`config.mk`:
```
export PLATFORM = sky130hd
export DESIGN_NAME = charger_supervision_control
export DESIGN_NICKNAME = d
export VERILOG_FILES = /design/src/hw/charger_supervision_pkg.sv /design/src/hw/charger_supervision_control.sv
export SDC_FILE = /design/constraint.sdc
export NUM_CORES = 1
export LEC_CHECK = 0
export BUFFER_PORTS_ARGS = -buffer_cell sky130_fd_sc_hd__buf_2
export CAP_MARGIN = 10
export CORE_MARGIN = 2
export CORE_UTILIZATION = 45
export CTS_BUF_LIST = sky130_fd_sc_hd__clkbuf_8 sky130_fd_sc_hd__clkbuf_16
export DETAILED_ROUTE_END_ITERATION = 12
export PLACE_DENSITY = 0.69
export SLEW_MARGIN = 30
export SYNTH_ARGS = -nofsm -noshare
export SYNTH_HDL_FRONTEND = slang
export SYNTH_SLANG_ARGS = --single-unit
```
`constraint.sdc`:
```
create_clock -name i_mclk -period 3.22 [get_ports i_mclk]
set_input_delay 0.161 -clock i_mclk [delete_from_list [all_inputs] [get_ports i_mclk]]
set_output_delay 0.161 -clock i_mclk [all_outputs]
set_load 0.1 [all_outputs]
```
`src/hw/charger_supervision_pkg.sv`:
```
// Register map, fields and timing constants of the supervision block.
package charger_supervision_pkg;

    // ------------------------------------------------------------------
    // Register offsets
    // ------------------------------------------------------------------
    localparam logic [7:0] ADDR_CONV_CTRL = 8'h00;
    localparam logic [7:0] ADDR_RESULT_BASE = 8'h01;
    localparam logic [7:0] ADDR_RESULT_LAST = 8'h06;
    localparam logic [7:0] ADDR_DOUBLER_CTRL = 8'h08;
    localparam logic [7:0] ADDR_SAFETY_RELOAD = 8'h09;
    localparam logic [7:0] ADDR_HOST_RELOAD = 8'h0A;
    localparam logic [7:0] ADDR_HOST_VALUE = 8'h0B;
    localparam logic [7:0] ADDR_OC_LIMIT = 8'h0C;
    localparam logic [7:0] ADDR_EVENT = 8'h10;
    localparam logic [7:0] ADDR_MASK = 8'h11;
    localparam logic [7:0] ADDR_STATUS = 8'h12;

    // ------------------------------------------------------------------
    // Field positions
    // ------------------------------------------------------------------
    localparam int CONV_CONT_BIT = 0;
    localparam int CONV_ONESHOT_BIT = 1;
    localparam int CONV_AVG_LSB = 2;
    localparam int CONV_BUSY_BIT = 4;
    localparam int DBL_EN_BIT = 0;
    localparam int DBL_OC_STOP_BIT = 1;
    localparam int EV_DONE_BIT = 0;
    localparam int EV_SAFETY_BIT = 1;
    localparam int EV_HOST_BIT = 2;
    localparam int EV_OC_BIT = 3;

    // ------------------------------------------------------------------
    // Reset values and sizes
    // ------------------------------------------------------------------
    localparam logic [7:0] CONV_CTRL_RESET = 8'h01;
    localparam logic [3:0] MASK_RESET = 4'hF;
    localparam logic [7:0] SAFETY_RELOAD_RESET = 8'hFF;
    localparam logic [7:0] HOST_RELOAD_RESET = 8'hFF;
    localparam int CHANNELS = 6;
    localparam logic [2:0] LAST_CHANNEL = 3'h5;
    localparam logic [7:0] CODE_BASE = 8'h10;
    localparam logic [7:0] CODE_SPAN = 8'hE0;

    // ------------------------------------------------------------------
    // Timing
    // ------------------------------------------------------------------
    localparam int CLOCK_MHZ = 125;
    localparam int FAULT_MIN_NS = 1000;
    localparam int FAULT_MIN_CYCLES = (FAULT_MIN_NS * CLOCK_MHZ + 999) / 1000;
    localparam int TICK_US = 1000;
    localparam int TICK_CYCLES_DEFAULT = TICK_US * CLOCK_MHZ;
    localparam int SAMPLE_CYCLES = 16;

    typedef enum logic [1:0] {
        CONV_IDLE,
        CONV_SAMPLE,
        CONV_STORE
    } conv_state_t;

    typedef struct packed {
        logic vin_present;
        logic vin_ov;
        logic vin_uv;
        logic vbat_ov;
        logic vbat_uv;
        logic ratio_high;
        logic ratio_low;
        logic crit_temp;
        logic vbat_warn;
    } protect_t;

    typedef struct packed {
        logic [7:0] addr;
        logic [7:0] wdata;
        logic wr;
        logic rd;
    } reg_req_t;

endpackage : charger_supervision_pkg

```
`src/hw/charger_supervision_control.sv`:
```
// Charger supervision: converter sequencer, timers and control pins.
//
// Overview of operation
// - Eight-bit converter runs only in idle or active.
// - Resets into continuous mode, refreshing every channel.
// - Each result averages the selected conversion count.
// - Continuous mode raises done once per start.
// - One-shot trigger runs one sweep, then done.
// - Six channels sequenced in fixed order one-six.
// - Code sixteen is range bottom, span 224.
// - Safety timer runs whenever device is active.
// - Safety expiry raises event, clears doubler enable.
// - Only reload write resets safety count.
// - Doubler restarts after event clear and re-enable.
// - Protection faults disable the safety timer.
// - Host timer loads reload on enable, counts down.
// - Host timer zero raises event, stops charging.
// - Protection faults disable the host timer.
// - Master power enable gates all internal logic.
// - Pin edges and writes set or clear doubler.
// - Fault output follows faults with minimum width.
// - Level interrupt until events clear; masks set.
// - Events during event read are held, posted later.
// - Over-current compare in continuous, nonzero limit.
`timescale 1ns/1ps
`default_nettype none

module charger_supervision_control
    import charger_supervision_pkg::*;
#(
    parameter int TICK_CYCLES = TICK_CYCLES_DEFAULT
) (
    input wire logic i_mclk,
    input wire logic i_reset_n,
    input wire logic i_master_power_enable,
    input wire logic i_doubler_enable_pin_n,
    input wire logic i_mode_active,
    input wire logic i_mode_idle,
    input wire protect_t i_protect,
    input wire logic [7:0] i_sample,
    input wire logic i_sample_valid,
    input wire reg_req_t i_req,
    output logic [2:0] o_channel_select,
    output logic o_sample_start,
    output logic [7:0] o_rdata,
    output logic o_doubler_enable,
    output logic o_fault_out_n,
    output logic o_interrupt_out_n
);

    // ------------------------------------------------------------------
    // Input synchronisers and power gating
    // ------------------------------------------------------------------
    logic [1:0] pwr_sync_q;
    logic [1:0] pin_sync_q;
    logic pin_prev_q;
    protect_t prot_meta_q;
    protect_t prot_q;
    logic run;

    always_ff @(posedge i_mclk) begin
        if (!i_reset_n) begin
            pwr_sync_q <= 2'h0;
            pin_sync_q <= 2'h3;
            pin_prev_q <= 1'b1;
            prot_meta_q <= '0;
            prot_q <= '0;
        end else begin
            pwr_sync_q <= {pwr_sync_q[0], i_master_power_enable};
            pin_sync_q <= {pin_sync_q[0], i_doubler_enable_pin_n};
            pin_prev_q <= pin_sync_q[1];
            prot_meta_q <= i_protect;
            prot_q <= prot_meta_q;
        end
    end

    assign run = pwr_sync_q[1];

    logic pin_fall;
    logic pin_rise;
    logic protect_fault;
    assign pin_fall = pin_prev_q & ~pin_sync_q[1];
    assign pin_rise = ~pin_prev_q & pin_sync_q[1];
    assign protect_fault = ~prot_q.vin_present | prot_q.vin_ov | prot_q.vin_uv
                         | prot_q.vbat_ov | prot_q.vbat_uv | prot_q.crit_temp;

    // ------------------------------------------------------------------
    // Register writes
    // ------------------------------------------------------------------
    logic wr_conv;
    logic wr_dbl;
    logic wr_safety;
    logic wr_host;
    logic wr_event;
    logic rd_event;
    assign wr_conv = run & i_req.wr & (i_req.addr == ADDR_CONV_CTRL);
    assign wr_dbl = run & i_req.wr & (i_req.addr == ADDR_DOUBLER_CTRL);
    assign wr_safety = run & i_req.wr & (i_req.addr == ADDR_SAFETY_RELOAD);
    assign wr_host = run & i_req.wr & (i_req.addr == ADDR_HOST_RELOAD);
    assign wr_event = run & i_req.wr & (i_req.addr == ADDR_EVENT);
    assign rd_event = run & i_req.rd & (i_req.addr == ADDR_EVENT);

    logic cont_q;
    logic [1:0] avg_q;
    logic oc_stop_q;
    logic [7:0] oc_limit_q;
    logic [7:0] safety_reload_q;
    logic [7:0] host_reload_q;
    logic [3:0] mask_q;

    always_ff @(posedge i_mclk) begin
        if (!i_reset_n || !run) begin
            cont_q <= CONV_CTRL_RESET[CONV_CONT_BIT];
            avg_q <= 2'h0;
            oc_stop_q <= 1'b0;
            oc_limit_q <= 8'h00;
            safety_reload_q <= SAFETY_RELOAD_RESET;
            host_reload_q <= HOST_RELOAD_RESET;
            mask_q <= MASK_RESET;
        end else if (i_req.wr) begin
            if (i_req.addr == ADDR_CONV_CTRL) begin
                cont_q <= i_req.wdata[CONV_CONT_BIT];
                avg_q <= i_req.wdata[CONV_AVG_LSB +: 2];
            end else if (i_req.addr == ADDR_DOUBLER_CTRL) begin
                oc_stop_q <= i_req.wdata[DBL_OC_STOP_BIT];
            end else if (i_req.addr == ADDR_OC_LIMIT) begin
                oc_limit_q <= i_req.wdata;
            end else if (i_req.addr == ADDR_SAFETY_RELOAD) begin
                safety_reload_q <= i_req.wdata;
            end else if (i_req.addr == ADDR_HOST_RELOAD) begin
                host_reload_q <= i_req.wdata;
            end else if (i_req.addr == ADDR_MASK) begin
                mask_q <= i_req.wdata[3:0];
            end
        end
    end

    // ------------------------------------------------------------------
    // Converter sequencer
    // ------------------------------------------------------------------
    conv_state_t conv_q;
    logic [2:0] chan_q;
    logic [3:0] nconv_q;
    logic [11:0] acc_q;
    logic [7:0] result_q [CHANNELS];
    logic sweep_end;
    logic first_done_q;
    logic one_shot_q;
    logic conv_allowed;
    logic done_evt;
    logic oc_evt;
    logic start_q;

    function automatic logic [3:0] avg_count(input logic [1:0] sel);
        avg_count = 4'h1 << sel;
    endfunction : avg_count

    assign conv_allowed = run & (i_mode_idle | i_mode_active);
    assign sweep_end = (conv_q == CONV_STORE) && (chan_q == LAST_CHANNEL);

    always_ff @(posedge i_mclk) begin
        if (!i_reset_n || !conv_allowed) begin
            conv_q <= CONV_IDLE;
            chan_q <= 3'h0;
            nconv_q <= 4'h0;
            acc_q <= 12'h000;
            one_shot_q <= 1'b0;
            start_q <= 1'b0;
        end else begin
            start_q <= 1'b0;
            if (wr_conv && !i_req.wdata[CONV_CONT_BIT] && i_req.wdata[CONV_ONESHOT_BIT]) begin
                one_shot_q <= 1'b1;
            end
            case (conv_q)
                CONV_IDLE: begin
                    if (cont_q || one_shot_q) begin
                        conv_q <= CONV_SAMPLE;
                        chan_q <= 3'h0;
                        nconv_q <= 4'h0;
                        acc_q <= 12'h000;
                        start_q <= 1'b1;
                    end
                end
                CONV_SAMPLE: begin
                    if (i_sample_valid) begin
                        acc_q <= acc_q + {4'h0, i_sample};
                        nconv_q <= nconv_q + 4'h1;
                        if (nconv_q + 4'h1 == avg_count(avg_q)) begin
                            conv_q <= CONV_STORE;
                        end else begin
                            start_q <= 1'b1;
                        end
                    end
                end
                CONV_STORE: begin
                    acc_q <= 12'h000;
                    nconv_q <= 4'h0;
                    if (chan_q == LAST_CHANNEL) begin
                        chan_q <= 3'h0;
                        one_shot_q <= 1'b0;
                        conv_q <= cont_q ? CONV_SAMPLE : CONV_IDLE;
                        start_q <= cont_q;
                    end else begin
                        chan_q <= chan_q + 3'h1;
                        conv_q <= CONV_SAMPLE;
                        start_q <= 1'b1;
                    end
                end
                default: conv_q <= CONV_IDLE;
            endcase
        end
    end

    // Results keep the raw code averaged over the selected conversion count.
    always_ff @(posedge i_mclk) begin
        if (!i_reset_n) begin
            for (int i = 0; i < CHANNELS; i++) begin
                result_q[i] <= 8'h00;
            end
        end else if (conv_allowed && conv_q == CONV_STORE) begin
            result_q[chan_q] <= 8'(acc_q >> avg_q);
        end
    end

    // Done fires once per continuous start, and after each one-shot sweep.
    always_ff @(posedge i_mclk) begin
        if (!i_reset_n || !conv_allowed || !cont_q) begin
            first_done_q <= 1'b0;
        end else if (sweep_end) begin
            first_done_q <= 1'b1;
        end
    end
    assign done_evt = sweep_end && (cont_q ? !first_done_q : one_shot_q);

    assign oc_evt = (conv_q == CONV_STORE) && (chan_q == 3'h2) && cont_q
                  && (oc_limit_q != 8'h00) && (8'(acc_q >> avg_q) > oc_limit_q);

    // ------------------------------------------------------------------
    // Timers
    // ------------------------------------------------------------------
    logic [31:0] presc_q;
    logic tick;
    logic [7:0] safety_q;
    logic [7:0] host_q;
    logic host_run_q;
    logic safety_evt;
    logic host_evt;
    logic dbl_q;

    always_ff @(posedge i_mclk) begin
        if (!i_reset_n || !run || presc_q == 32'(TICK_CYCLES - 1)) begin
            presc_q <= 32'h0;
        end else begin
            presc_q <= presc_q + 32'h1;
        end
    end
    assign tick = run && presc_q == 32'(TICK_CYCLES - 1);

    // Only a reload write restarts the count.
    always_ff @(posedge i_mclk) begin
        if (!i_reset_n) begin
            safety_q <= SAFETY_RELOAD_RESET;
        end else if (wr_safety) begin
            safety_q <= i_req.wdata;
        end else if (tick && i_mode_active && !protect_fault && safety_q != 8'h00) begin
            safety_q <= safety_q - 8'h01;
        end
    end
    assign safety_evt = tick && i_mode_active && !protect_fault && safety_q == 8'h01;

    always_ff @(posedge i_mclk) begin
        if (!i_reset_n || !run || protect_fault) begin
            host_run_q <= 1'b0;
            host_q <= 8'h00;
        end else if (dbl_q && !host_run_q) begin
            host_run_q <= 1'b1;
            host_q <= host_reload_q;
        end else if (!dbl_q) begin
            host_run_q <= 1'b0;
        end else if (wr_host) begin
            host_q <= i_req.wdata;
        end else if (tick && host_q != 8'h00) begin
            host_q <= host_q - 8'h01;
        end
    end
    assign host_evt = host_run_q && tick && host_q == 8'h01 && !wr_host;

    // ------------------------------------------------------------------
    // Events, doubler enable and outputs
    // ------------------------------------------------------------------
    logic [3:0] event_q;
    logic [3:0] pend_q;
    logic [3:0] new_evt;
    logic [3:0] clr;
    assign new_evt = {oc_evt, host_evt, safety_evt, done_evt};
    assign clr = wr_event ? i_req.wdata[3:0] : 4'h0;

    // Events raised during an event read post on the next clear.
    always_ff @(posedge i_mclk) begin
        if (!i_reset_n || !run) begin
            event_q <= 4'h0;
            pend_q <= 4'h0;
        end else if (rd_event) begin
            pend_q <= pend_q | new_evt;
        end else begin
            event_q <= (event_q & ~clr) | new_evt | (wr_event ? pend_q : 4'h0);
            pend_q <= wr_event ? 4'h0 : pend_q;
        end
    end

    // After a safety or host timer trip, enable waits for the event clear.
    always_ff @(posedge i_mclk) begin
        if (!i_reset_n || !run) begin
            dbl_q <= 1'b0;
        end else if (safety_evt || (oc_evt && oc_stop_q) || protect_fault) begin
            dbl_q <= 1'b0;
        end else if (host_evt) begin
            dbl_q <= 1'b0;
        end else if (pin_rise) begin
            dbl_q <= 1'b0;
        end else if ((pin_fall || (wr_dbl && i_req.wdata[DBL_EN_BIT]))
                     && !event_q[EV_SAFETY_BIT] && !event_q[EV_HOST_BIT]) begin
            dbl_q <= 1'b1;
        end else if (wr_dbl && !i_req.wdata[DBL_EN_BIT]) begin
            dbl_q <= 1'b0;
        end
    end

    logic fault_any;
    logic [7:0] fault_cnt_q;
    assign fault_any = prot_q.vin_ov | prot_q.vin_uv | prot_q.vbat_ov | prot_q.vbat_uv
                     | prot_q.ratio_high | prot_q.ratio_low | prot_q.crit_temp
                     | prot_q.vbat_warn | event_q[EV_OC_BIT];

    always_ff @(posedge i_mclk) begin
        if (!i_reset_n || !run) begin
            fault_cnt_q <= 8'h00;
            o_fault_out_n <= 1'b1;
        end else if (fault_any) begin
            fault_cnt_q <= 8'(FAULT_MIN_CYCLES);
            o_fault_out_n <= 1'b0;
        end else if (fault_cnt_q > 8'h01) begin
            fault_cnt_q <= fault_cnt_q - 8'h01;
        end else begin
            fault_cnt_q <= 8'h00;
            o_fault_out_n <= 1'b1;
        end
    end

    always_ff @(posedge i_mclk) begin
        if (!i_reset_n || !run) begin
            o_interrupt_out_n <= 1'b1;
            o_doubler_enable <= 1'b0;
            o_channel_select <= 3'h0;
            o_sample_start <= 1'b0;
        end else begin
            o_interrupt_out_n <= ~|(event_q & ~mask_q);
            o_doubler_enable <= dbl_q;
            o_channel_select <= chan_q;
            o_sample_start <= start_q;
        end
    end

    // ------------------------------------------------------------------
    // Read port
    // ------------------------------------------------------------------
    always_ff @(posedge i_mclk) begin
        if (!i_reset_n || !run || !i_req.rd) begin
            o_rdata <= 8'h00;
        end else if (i_req.addr == ADDR_CONV_CTRL) begin
            o_rdata <= {3'h0, conv_q != CONV_IDLE, avg_q, one_shot_q, cont_q};
        end else if (i_req.addr >= ADDR_RESULT_BASE && i_req.addr <= ADDR_RESULT_LAST) begin
            o_rdata <= result_q[3'(i_req.addr - ADDR_RESULT_BASE)];
        end else if (i_req.addr == ADDR_DOUBLER_CTRL) begin
            o_rdata <= {6'h00, oc_stop_q, dbl_q};
        end else if (i_req.addr == ADDR_SAFETY_RELOAD) begin
            o_rdata <= safety_q;
        end else if (i_req.addr == ADDR_HOST_RELOAD) begin
            o_rdata <= host_reload_q;
        end else if (i_req.addr == ADDR_HOST_VALUE) begin
            o_rdata <= host_q;
        end else if (i_req.addr == ADDR_OC_LIMIT) begin
            o_rdata <= oc_limit_q;
        end else if (i_req.addr == ADDR_EVENT) begin
            o_rdata <= {4'h0, event_q};
        end else if (i_req.addr == ADDR_MASK) begin
            o_rdata <= {4'h0, mask_q};
        end else if (i_req.addr == ADDR_STATUS) begin
            o_rdata <= {7'h00, fault_any};
        end else begin
            o_rdata <= 8'h00;
        end
    end

endmodule : charger_supervision_control

`default_nettype wire

```
# After elaboration in Yosys (flattened, before gate mapping)
# Memory sizes are Yosys's and may differ from the RTL's.
# Index checks and enable logic that the tools add are counted.
# W data, S select, Z words.
# word_totals
ram_bits	48
output_inout_bits	15
ff_bits	152
memories	1
# op_classes
add_sub_neg	8
n_reduce_logical	75
n_lt_le_gt_ge	4
n_bitwise	41
shifts	2
mux	59
n_eq_ne	21
# mem_list
memory	depth	width	rd	rd_clocked_by_memory_dff	wr	line	source
result_q	6	8	1	0	6	charger_supervision_control.sv:145	logic [7:0] result_q [CHANNELS];
# ops
cell	count
$mux W8	13
$eq A8 B4 Y1 const B	5
$pmux W12 S3	1
$add A32 B1 Y32 const B	1
$eq A32 B17 Y1 const B	1
$mux W4	8
$logic_and A1 B1 Y1	25
$eq A8 B5 Y1 const B	3
$mux W12	2
$reduce_bool A8 Y1	3
$sub A8 B1 Y8 const B	3
$mux W1	22
$eq A8 B1 Y1 const B	2
$mux W7	2
$or A1 B1 Y1	14
$logic_not A1 Y1	13
$add A12 B8 Y12	1
$or A4 B4 Y4	3
$pmux W4 S3	1
$reduce_bool A2 Y1	6
$shr A12 B2 Y8	1
$and A1 B1 Y1	11
$logic_or A1 B1 Y1	10
$mux W3	3
35 further kinds	56

# Longest topological paths before layout
# Gate-level depths: netlist of run 1.
# depth
depth_word	18
ltp_mapped	13
depth_no_buf	11

# Worst setup path before layout of run 1
# Ideal clock, no wire load.
# synth_path
path_type	register -> register
from	reg avg_q[1]
to	reg event_q[3]
setup_slack_ps	466
t_required_ps	3092
setup_time_ps	128
path_stages_with_launch	13
n_path_buf	2
arrival_ps	2626
synth_period_minus_slack_ps	2754
cell_sequence	dfxtp_1 -> clkbuf_1 -> clkbuf_1 -> mux2_2 -> mux2i_1 -> inv_1 -> ha_1 -> a21o_1 -> a21oi_1 -> nor2b_1 -> o31a_1 -> a222oi_1 -> nor2_1
# synth_via
elab_chain_cells	5
# synth_lines
element	line	source
from (decl)	charger_supervision_control.sv:104	logic [1:0] avg_q;
from (signal assigned)	charger_supervision_control.sv:123	avg_q <= i_req.wdata[CONV_AVG_LSB +: 2];
$shr A12 B2 Y8	charger_supervision_control.sv:236	&& (oc_limit_q != 8'h00) && (8'(acc_q >> avg_q) > oc_limit_q);
$gt A8 B8 Y1	charger_supervision_control.sv:236	
$logic_and A1 B1 Y1	charger_supervision_control.sv:236	
$or A4 B4 Y4 (2 in a row)	charger_supervision_control.sv:306	event_q <= (event_q & ~clr) | new_evt | (wr_event ? pend_q : 4'h0);
to (signal assigned)	charger_supervision_control.sv:306	
to (decl)	charger_supervision_control.sv:291	logic [3:0] event_q;
# Every way passes these cells.
# A chain may end at the register's enable or synchronous reset.

# Final worst setup path of run 1
# Same ends and word-level chain as after synthesis.

==> flow_summary.yaml, run 1 <==
clock_network:
  cts-root-buf: "clkbuf_16"
  clk_path_buf_depth: 3
  clk_pin_slew_worst_paths_ns: 0.06
  h-tree-depth: 1
  cts.sinks: 215
  clk_latency_ns: 0.52
  cts_buffers: 24
  cts.repair.resized: 0
  cts_tree: "done"
power:
  ir_drop_mv: 0.340
  power.density_nw_per_um2: 479
  p_leak_uw: 0.00469
layout:
  fin_nets: 1294
  syn2layout_area_growth_pct: 15.0
  fin_util_pct: 52.5
  drive_gt1_share_pct: 12.9
  layout_commonest_cell: "nor2_1"
  n_fill_cell: 2173
  mostFrequentLayoutCells: "nor2_1, dfxtp_1, nand2_1"
  antennaDiodeCount: 0
  fin_area_um2: 12300
yosys:
  netlist_instances: 1154
  async_reset_ff_share_pct: 0
  yosys_most_used_dff: "dfxtp_1"
  avgSynthCellArea_um2: 9.27
  synthesis.area_um2: 10700
  yosysSeqAreaShare_pct: 46.2
  synth_edf_count: 64
  synth-seq-cells: 215
  synth_cell_types: 76
  synth_fp_nets: 1226
  yosysWarnings: 0
worst_setup_path:
  start_kind: "flop"
  ff2ff_path_depth: 10
  setup.worst_path.end_class: "flop"
  critPathRequiredTime_ns: 3.62
  worstPathArrival_ns: 3.32
  worstPathMaxFanout: 15
  critPathKind: "flop to flop"
global_routing:
  grt_use_total_pct: 22.3
  grt_use_met1_pct: 31.7
  use_met2_pct: 34.7
  use_met3_pct: 3.56
  grt_pass1_wl_mm: 43.8
  antenna_found_initial: 2
  grt_max_degree: 46
  overflow: 0
  grt_pass1_vias: 8298
  grt_busiest_layer: "met2"
sta:
  drv_slew: 0
  setup_viol: 0
  slew_headroom_pct: 49.1
  finalSetupTns_ns: 0
  fin_skew_ns: 0.00915
  clock.fmax_mhz: 344
  hold-worst-slack_ns: 0.0282
  fin_crit_ns: 2.91
  timing.final.crit_share_pct: 90.4
  rsz0062_at_grt: "no"
  hold_violations: 0
  setup_ws_ns: 0.309
  worst_slew_pin_slew_ns: 0.757
route:
  vias: 8769
  via_per_inst: 5.63
  drc_errors: 0
  drt.antenna.violating_nets: 0
  routedWlPerCell_um: 17.5
  dr.first_iter.drc_count: 784
  routed_wl_mm: 27.3
  first_pass_iters: 5
die:
  core.rowCount: 56
  ios: 57
  die_x_um: 158
  dieArea_um2: 25000
  die_h_um: 158
  start_util_pct: 45.7
  core_area_um2: 23400
placement:
  routabilityCongestion: 0.924
  dp_slack_ns: 0.345
  place_area_um2: 11300
  dp_hpwl_mm: 19.6
  portBuffers: 56
job:
  cap_viol_max_count: 0
run_status:
  outcome: "finished, final reports clean"
worst_hold_path:
  hp-class: "input pin to flop"
  hold_depth: 3
## layout make-up
type | count | area (um^2) | share of cell area (%)
clock buffer | 30 | 694 | 5.65
clock inverter | 12 | 90.1 | 0.733
inverter | 54 | 203 | 1.65
multi-input combinational | 827 | 5310 | 43.2
sequential | 215 | 4940 | 40.2
tap | 319 | 399 | 3.25
timing repair buffer | 100 | 656 | 5.33
## cell families after synthesis
| group | synth area share (%) |
|---|---|
| xor gates and xnor gates | 3.93 |
| buffers and inverters | 4.19 |
| DFF | 46.2 |
| adders and majority gates | 3.58 |
| and+or+nand+nor | 24.0 |
| muxes | 7.59 |
| AOI/OAI and AO/OA | 10.5 |
## per-layer routing
layer,vias up,share of wire (%)
met5,-,0.048
met4,2,3.0
met3,57,7.6
met2,301,44
met1,4155,45
li1,4254,-
## state kept, by name, indices dropped and copies added, names as in the netlist, 2 cells and up
signal            cells
pwr_sync_q            2
o_channel_select      3
result_q             64
o_rdata               8
chan_q                3
host_q                8
event_q               4
safety_q              8
nconv_q               4
mask_q                4
host_reload_q         8
presc_q              32
pend_q                4
avg_q                 2
oc_limit_q            8
prot_meta_q           9
pin_sync_q            2
acc_q                11
fault_cnt_q           8
conv_q                2
prot_q                9
## stage by stage
step	total power (uW)	std cells
final	5880	1557
after global routing	6070	1557
after CTS	5930	1557
after detailed placement	3240	1497
after global placement	3230	1497
after floorplan	3110	1154
## Yosys cell counts, types with 3 or more instances
| library cell | count | area [um^2] |
|---|---|---|
| buf_2 | 6 | 30.0 |
| ha_1 | 29 | 363 |
| mux2_2 | 9 | 101 |
| clkbuf_1 | 45 | 169 |
| nand4_1 | 22 | 138 |
| nand2b_1 | 8 | 50.1 |
| or4_1 | 12 | 90.1 |
| nor4_1 | 14 | 87.6 |
| nand3b_1 | 7 | 52.6 |
| o41ai_1 | 3 | 26.3 |
| xnor2_1 | 28 | 245 |
| a211oi_1 | 12 | 90.1 |
| nor3b_1 | 3 | 22.5 |
| o221ai_1 | 4 | 35.0 |
| mux2i_1 | 35 | 350 |
| mux4_2 | 16 | 360 |
| o21ai_0 | 36 | 180 |
| a31oi_1 | 3 | 18.8 |
| a311oi_1 | 3 | 26.3 |
| a22oi_1 | 11 | 82.6 |
| o211ai_1 | 5 | 37.5 |
| edfxtp_1 | 64 | 1920 |
| nand3_1 | 51 | 255 |
| or2_2 | 5 | 31.3 |
| a21oi_1 | 51 | 255 |
| dfxtp_1 | 151 | 3020 |
| and2_1 | 22 | 138 |
| and3b_1 | 4 | 35.0 |
| and3_1 | 17 | 106 |
| o22ai_1 | 6 | 37.5 |
| o31ai_1 | 6 | 45.0 |
| nor3_1 | 29 | 145 |
| and4_1 | 10 | 87.6 |
| nor2_1 | 168 | 631 |
| inv_1 | 54 | 203 |
| o311a_1 | 3 | 30.0 |
| nand2_1 | 110 | 413 |
| or3_1 | 5 | 31.3 |
| xor2_1 | 20 | 175 |
| a21o_1 | 6 | 45.0 |
| nor2b_1 | 13 | 81.3 |
| buf_1 | 3 | 11.3 |
| nor4b_1 | 4 | 35.0 |
## report_power, final
group	total, uW	switching [uW]	internal, uW	leakage [uW]
registers	2850	25.5	2830	0.00181
logic	341	194	147	0.00248
clock network	2690	1090	1600	0.000404
total	5880	1310	4570	0.00469
## critical path: stages, from the launching register on
cell	delay [ns]
dfxtp_1	0.73
mux2_2	0.42
mux2i_1	0.27
inv_1	0.11
ha_1	0.31
a21o_1	0.17
a21oi_1	0.13
nor2b_1	0.06
o31a_1	0.28
a222oi_1	0.26
nor2_1	0.06
## path summary, 6_finish.rpt
path                                          startpoint                          to  slack (ns)
worst min register to register  pin_sync_q[0]$_SDFF_PN1_    pin_sync_q[1]$_SDFF_PN1_        0.42
worst min-delay path                            i_req[3]  oc_limit_q[1]$_SDFFE_PP0P_        0.03
worst max register to register     avg_q[1]$_SDFFE_PP0P_     event_q[3]$_SDFFE_PP0N_        0.31
worst max-delay path               avg_q[1]$_SDFFE_PP0P_     event_q[3]$_SDFFE_PP0N_        0.31
## timing repair
item	in CTS	in global routing
setup buffers	0	0
hold buffers	18	0
endpoints found under the hold margin	23	0
(Power assumes the default switching activity.)
==> run 2, diff against run 1 <==
- clock period: 3.22 -> 2.9 ns (I/O delays scaled with it)
==> flow_summary.yaml, run 2 (synthesis gave the netlist of run 1 again) <==
run_status:
  outcome: "finished, final reports clean"
worst_hold_path:
  hp-class: "input pin to flop"
  hold_depth: 3
  holdPathEnd: "oc_limit_q[1]$_SDFFE_PP0P_"
  hold_start: "i_req[3]"
worst_setup_path:
  setup.worst_path.end_class: "flop"
  ff2ff_path_depth: 10
  worstPathMaxFanout: 8
  start_kind: "flop"
  reg2reg_to: "event_q[3]$_SDFFE_PP0N_"
  reg2reg_slack_ns: 0.22
  rr_startpoint: "avg_q[1]$_SDFFE_PP0P_"
  critPathKind: "flop to flop"
  critPathRequiredTime_ns: 3.31
  worstPathArrival_ns: 3.09
sta:
  slew_headroom_pct: 47.3
  clock.fmax_mhz: 373
  rsz0062_at_grt: "no"
  timing.final.crit_share_pct: 92.5
  fin_skew_ns: 0.00919
  finalSetupTns_ns: 0
  drv_slew: 0
  fin_crit_ns: 2.68
  setup_viol: 0
  worst_slew_pin_slew_ns: 0.788
  hold_violations: 0
route:
  via_per_inst: 5.61
  vias: 8846
  dr.first_iter.drc_count: 871
  routed_wl_mm: 27.7
  drc_errors: 0
  first_pass_iters: 5
  drt.antenna.violating_nets: 0
  routedWlPerCell_um: 17.6
power:
  pwr-share-comb_pct: 6.0
  switching_power_uw: 1430
  clkPwrFrac_pct: 44.5
  sw_frac_of_total_pct: 22.4
  power.density_nw_per_um2: 517
  p_leak_uw: 0.00476
  ir_drop_mv: 0.468
  internal_power_uw: 4970
  p_seq_share_pct: 49.5
placement:
  routabilityCongestion: 0.897
  dp_hpwl_mm: 20.1
  place_area_um2: 11500
  portBuffers: 56
global_routing:
  antenna_found_initial: 1
  grt_pass1_wl_mm: 44.2
  overflow: 0
  grt_max_degree: 36
  grt_pass1_vias: 8364
  grt_use_total_pct: 22.5
clock_network:
  h-tree-depth: 1
  clk_path_buf_depth: 3
  cts_setup_buffers: 0
  clk_pin_slew_worst_paths_ns: 0.06
  cts_tree: "done"
  cts.sinks: 215
  cts.repair.resized: 0
  clk_latency_ns: 0.52
  cts-root-buf: "clkbuf_16"
  cts_hold_buf: 18
  cts_buffers: 24
job:
  cap_viol_max_count: 0
layout:
  mostFrequentLayoutCells: "nor2_1, dfxtp_1, nand2_1"
  multiInputGateArea_um2: 5300
  regMostFlops: "result_q"
  largest_register_ffs: 64
  reg_top3: "result_q: 64 flops, presc_q: 32 flops, acc_q: 11 flops"
  fin_nets: 1312
  syn2layout_area_growth_pct: 15.8
  fin_area_um2: 12400
  seq_area_um2: 4940
  layout_commonest_cell: "nor2_1"
  n_fill_cell: 2134
  drive_gt1_share_pct: 13.7
die:
  die_h_um: 158
  core_area_um2: 23400
  dieArea_um2: 25000
  die_x_um: 158
  ios: 57
  core.rowCount: 56
  start_util_pct: 45.7
## run 2: cell types whose count changed in the layout (fill, tap and decap cells not counted), sizes merged
cell / before / now
buf: 82 / 100
clkbuf: 30 / 26
inv: 59 / 63
clkinv: 5 / 7
diode: 0 / 1
## run 2: cell type report
class	count	area share, %
Multi-Input combinational cell	827	42.8
Sequential cell	215	39.9
Clock buffer	26	5.16
Inverter	54	1.64
Timing Repair Buffer	118	6.38
Tap cell	319	3.22
Antenna cell	1	0.0202
Clock inverter	18	0.838
## run 2: worst max-delay path, cell delays in order, from the launching register on
cell	delay, ns
dfxtp_1	0.50
mux2_2	0.40
mux2i_1	0.23
inv_1	0.09
ha_1	0.32
a21o_1	0.18
a21oi_1	0.16
nor2b_1	0.07
o31a_1	0.29
a222oi_1	0.27
nor2_1	0.07
## run 2: routing by layer
| metal | routed length (um) | vias up | track usage, % | part of all wire, % |
|---|---|---|---|---|
| met3 | 2200 | 59 | 4.02 | 7.9 |
| met4 | 771 | 0 | 7.29 | 2.8 |
| met2 | 12300 | 349 | 35.2 | 44 |
| met5 | 0 | - | 0 | 0 |
| li1 | - | 4284 | - | - |
| met1 | 12400 | 4154 | 31.6 | 45 |
## run 2: power by group through the flow
stage | registers, uW | clock network (uW) | logic (uW)
after floorplan | 3220 | 0 | 232
after global placement | 3230 | 0 | 360
after detailed placement | 3230 | 0 | 366
after CTS | 3170 | 2910 | 386
after global routing | 3170 | 3030 | 419
final | 3170 | 2850 | 387
## run 2: per-stage QoR
| step | hold WS, ns | power (uW) | setup WS [ns] | cells | util (%) |
|---|---|---|---|---|---|
| 6_report | 0.0251 | 6400 | 0.216 | 1578 | 52.9 |
| 5_1_grt | 0.0114 | 6620 | 0.0449 | 1578 | 52.9 |
| 4_1_cts | 0.0107 | 6460 | 0.257 | 1577 | 52.9 |
| 3_5_place_dp | 0.354 | 3600 | 0.327 | 1515 | 49.0 |
| 3_3_place_gp | 0.354 | 3590 | 0.373 | 1515 | 49.0 |
| 2_1_floorplan | 0.246 | 3460 | 0.146 | 1154 | - |
## run 2: worst max-delay path by stage
stage / from / cells after the start / end
6_report: avg_q[1]$_SDFFE_PP0P_ / 10 / event_q[3]$_SDFFE_PP0N_
5_1_grt: avg_q[1]$_SDFFE_PP0P_ / 10 / event_q[3]$_SDFFE_PP0N_
4_1_cts: avg_q[1]$_SDFFE_PP0P_ / 10 / event_q[3]$_SDFFE_PP0N_
3_5_place_dp: avg_q[1]$_SDFFE_PP0P_ / 10 / event_q[3]$_SDFFE_PP0N_
3_3_place_gp: avg_q[1]$_SDFFE_PP0P_ / 10 / event_q[3]$_SDFFE_PP0N_
2_1_floorplan: avg_q[1]$_SDFFE_PP0P_ / 12 / event_q[3]$_SDFFE_PP0N_
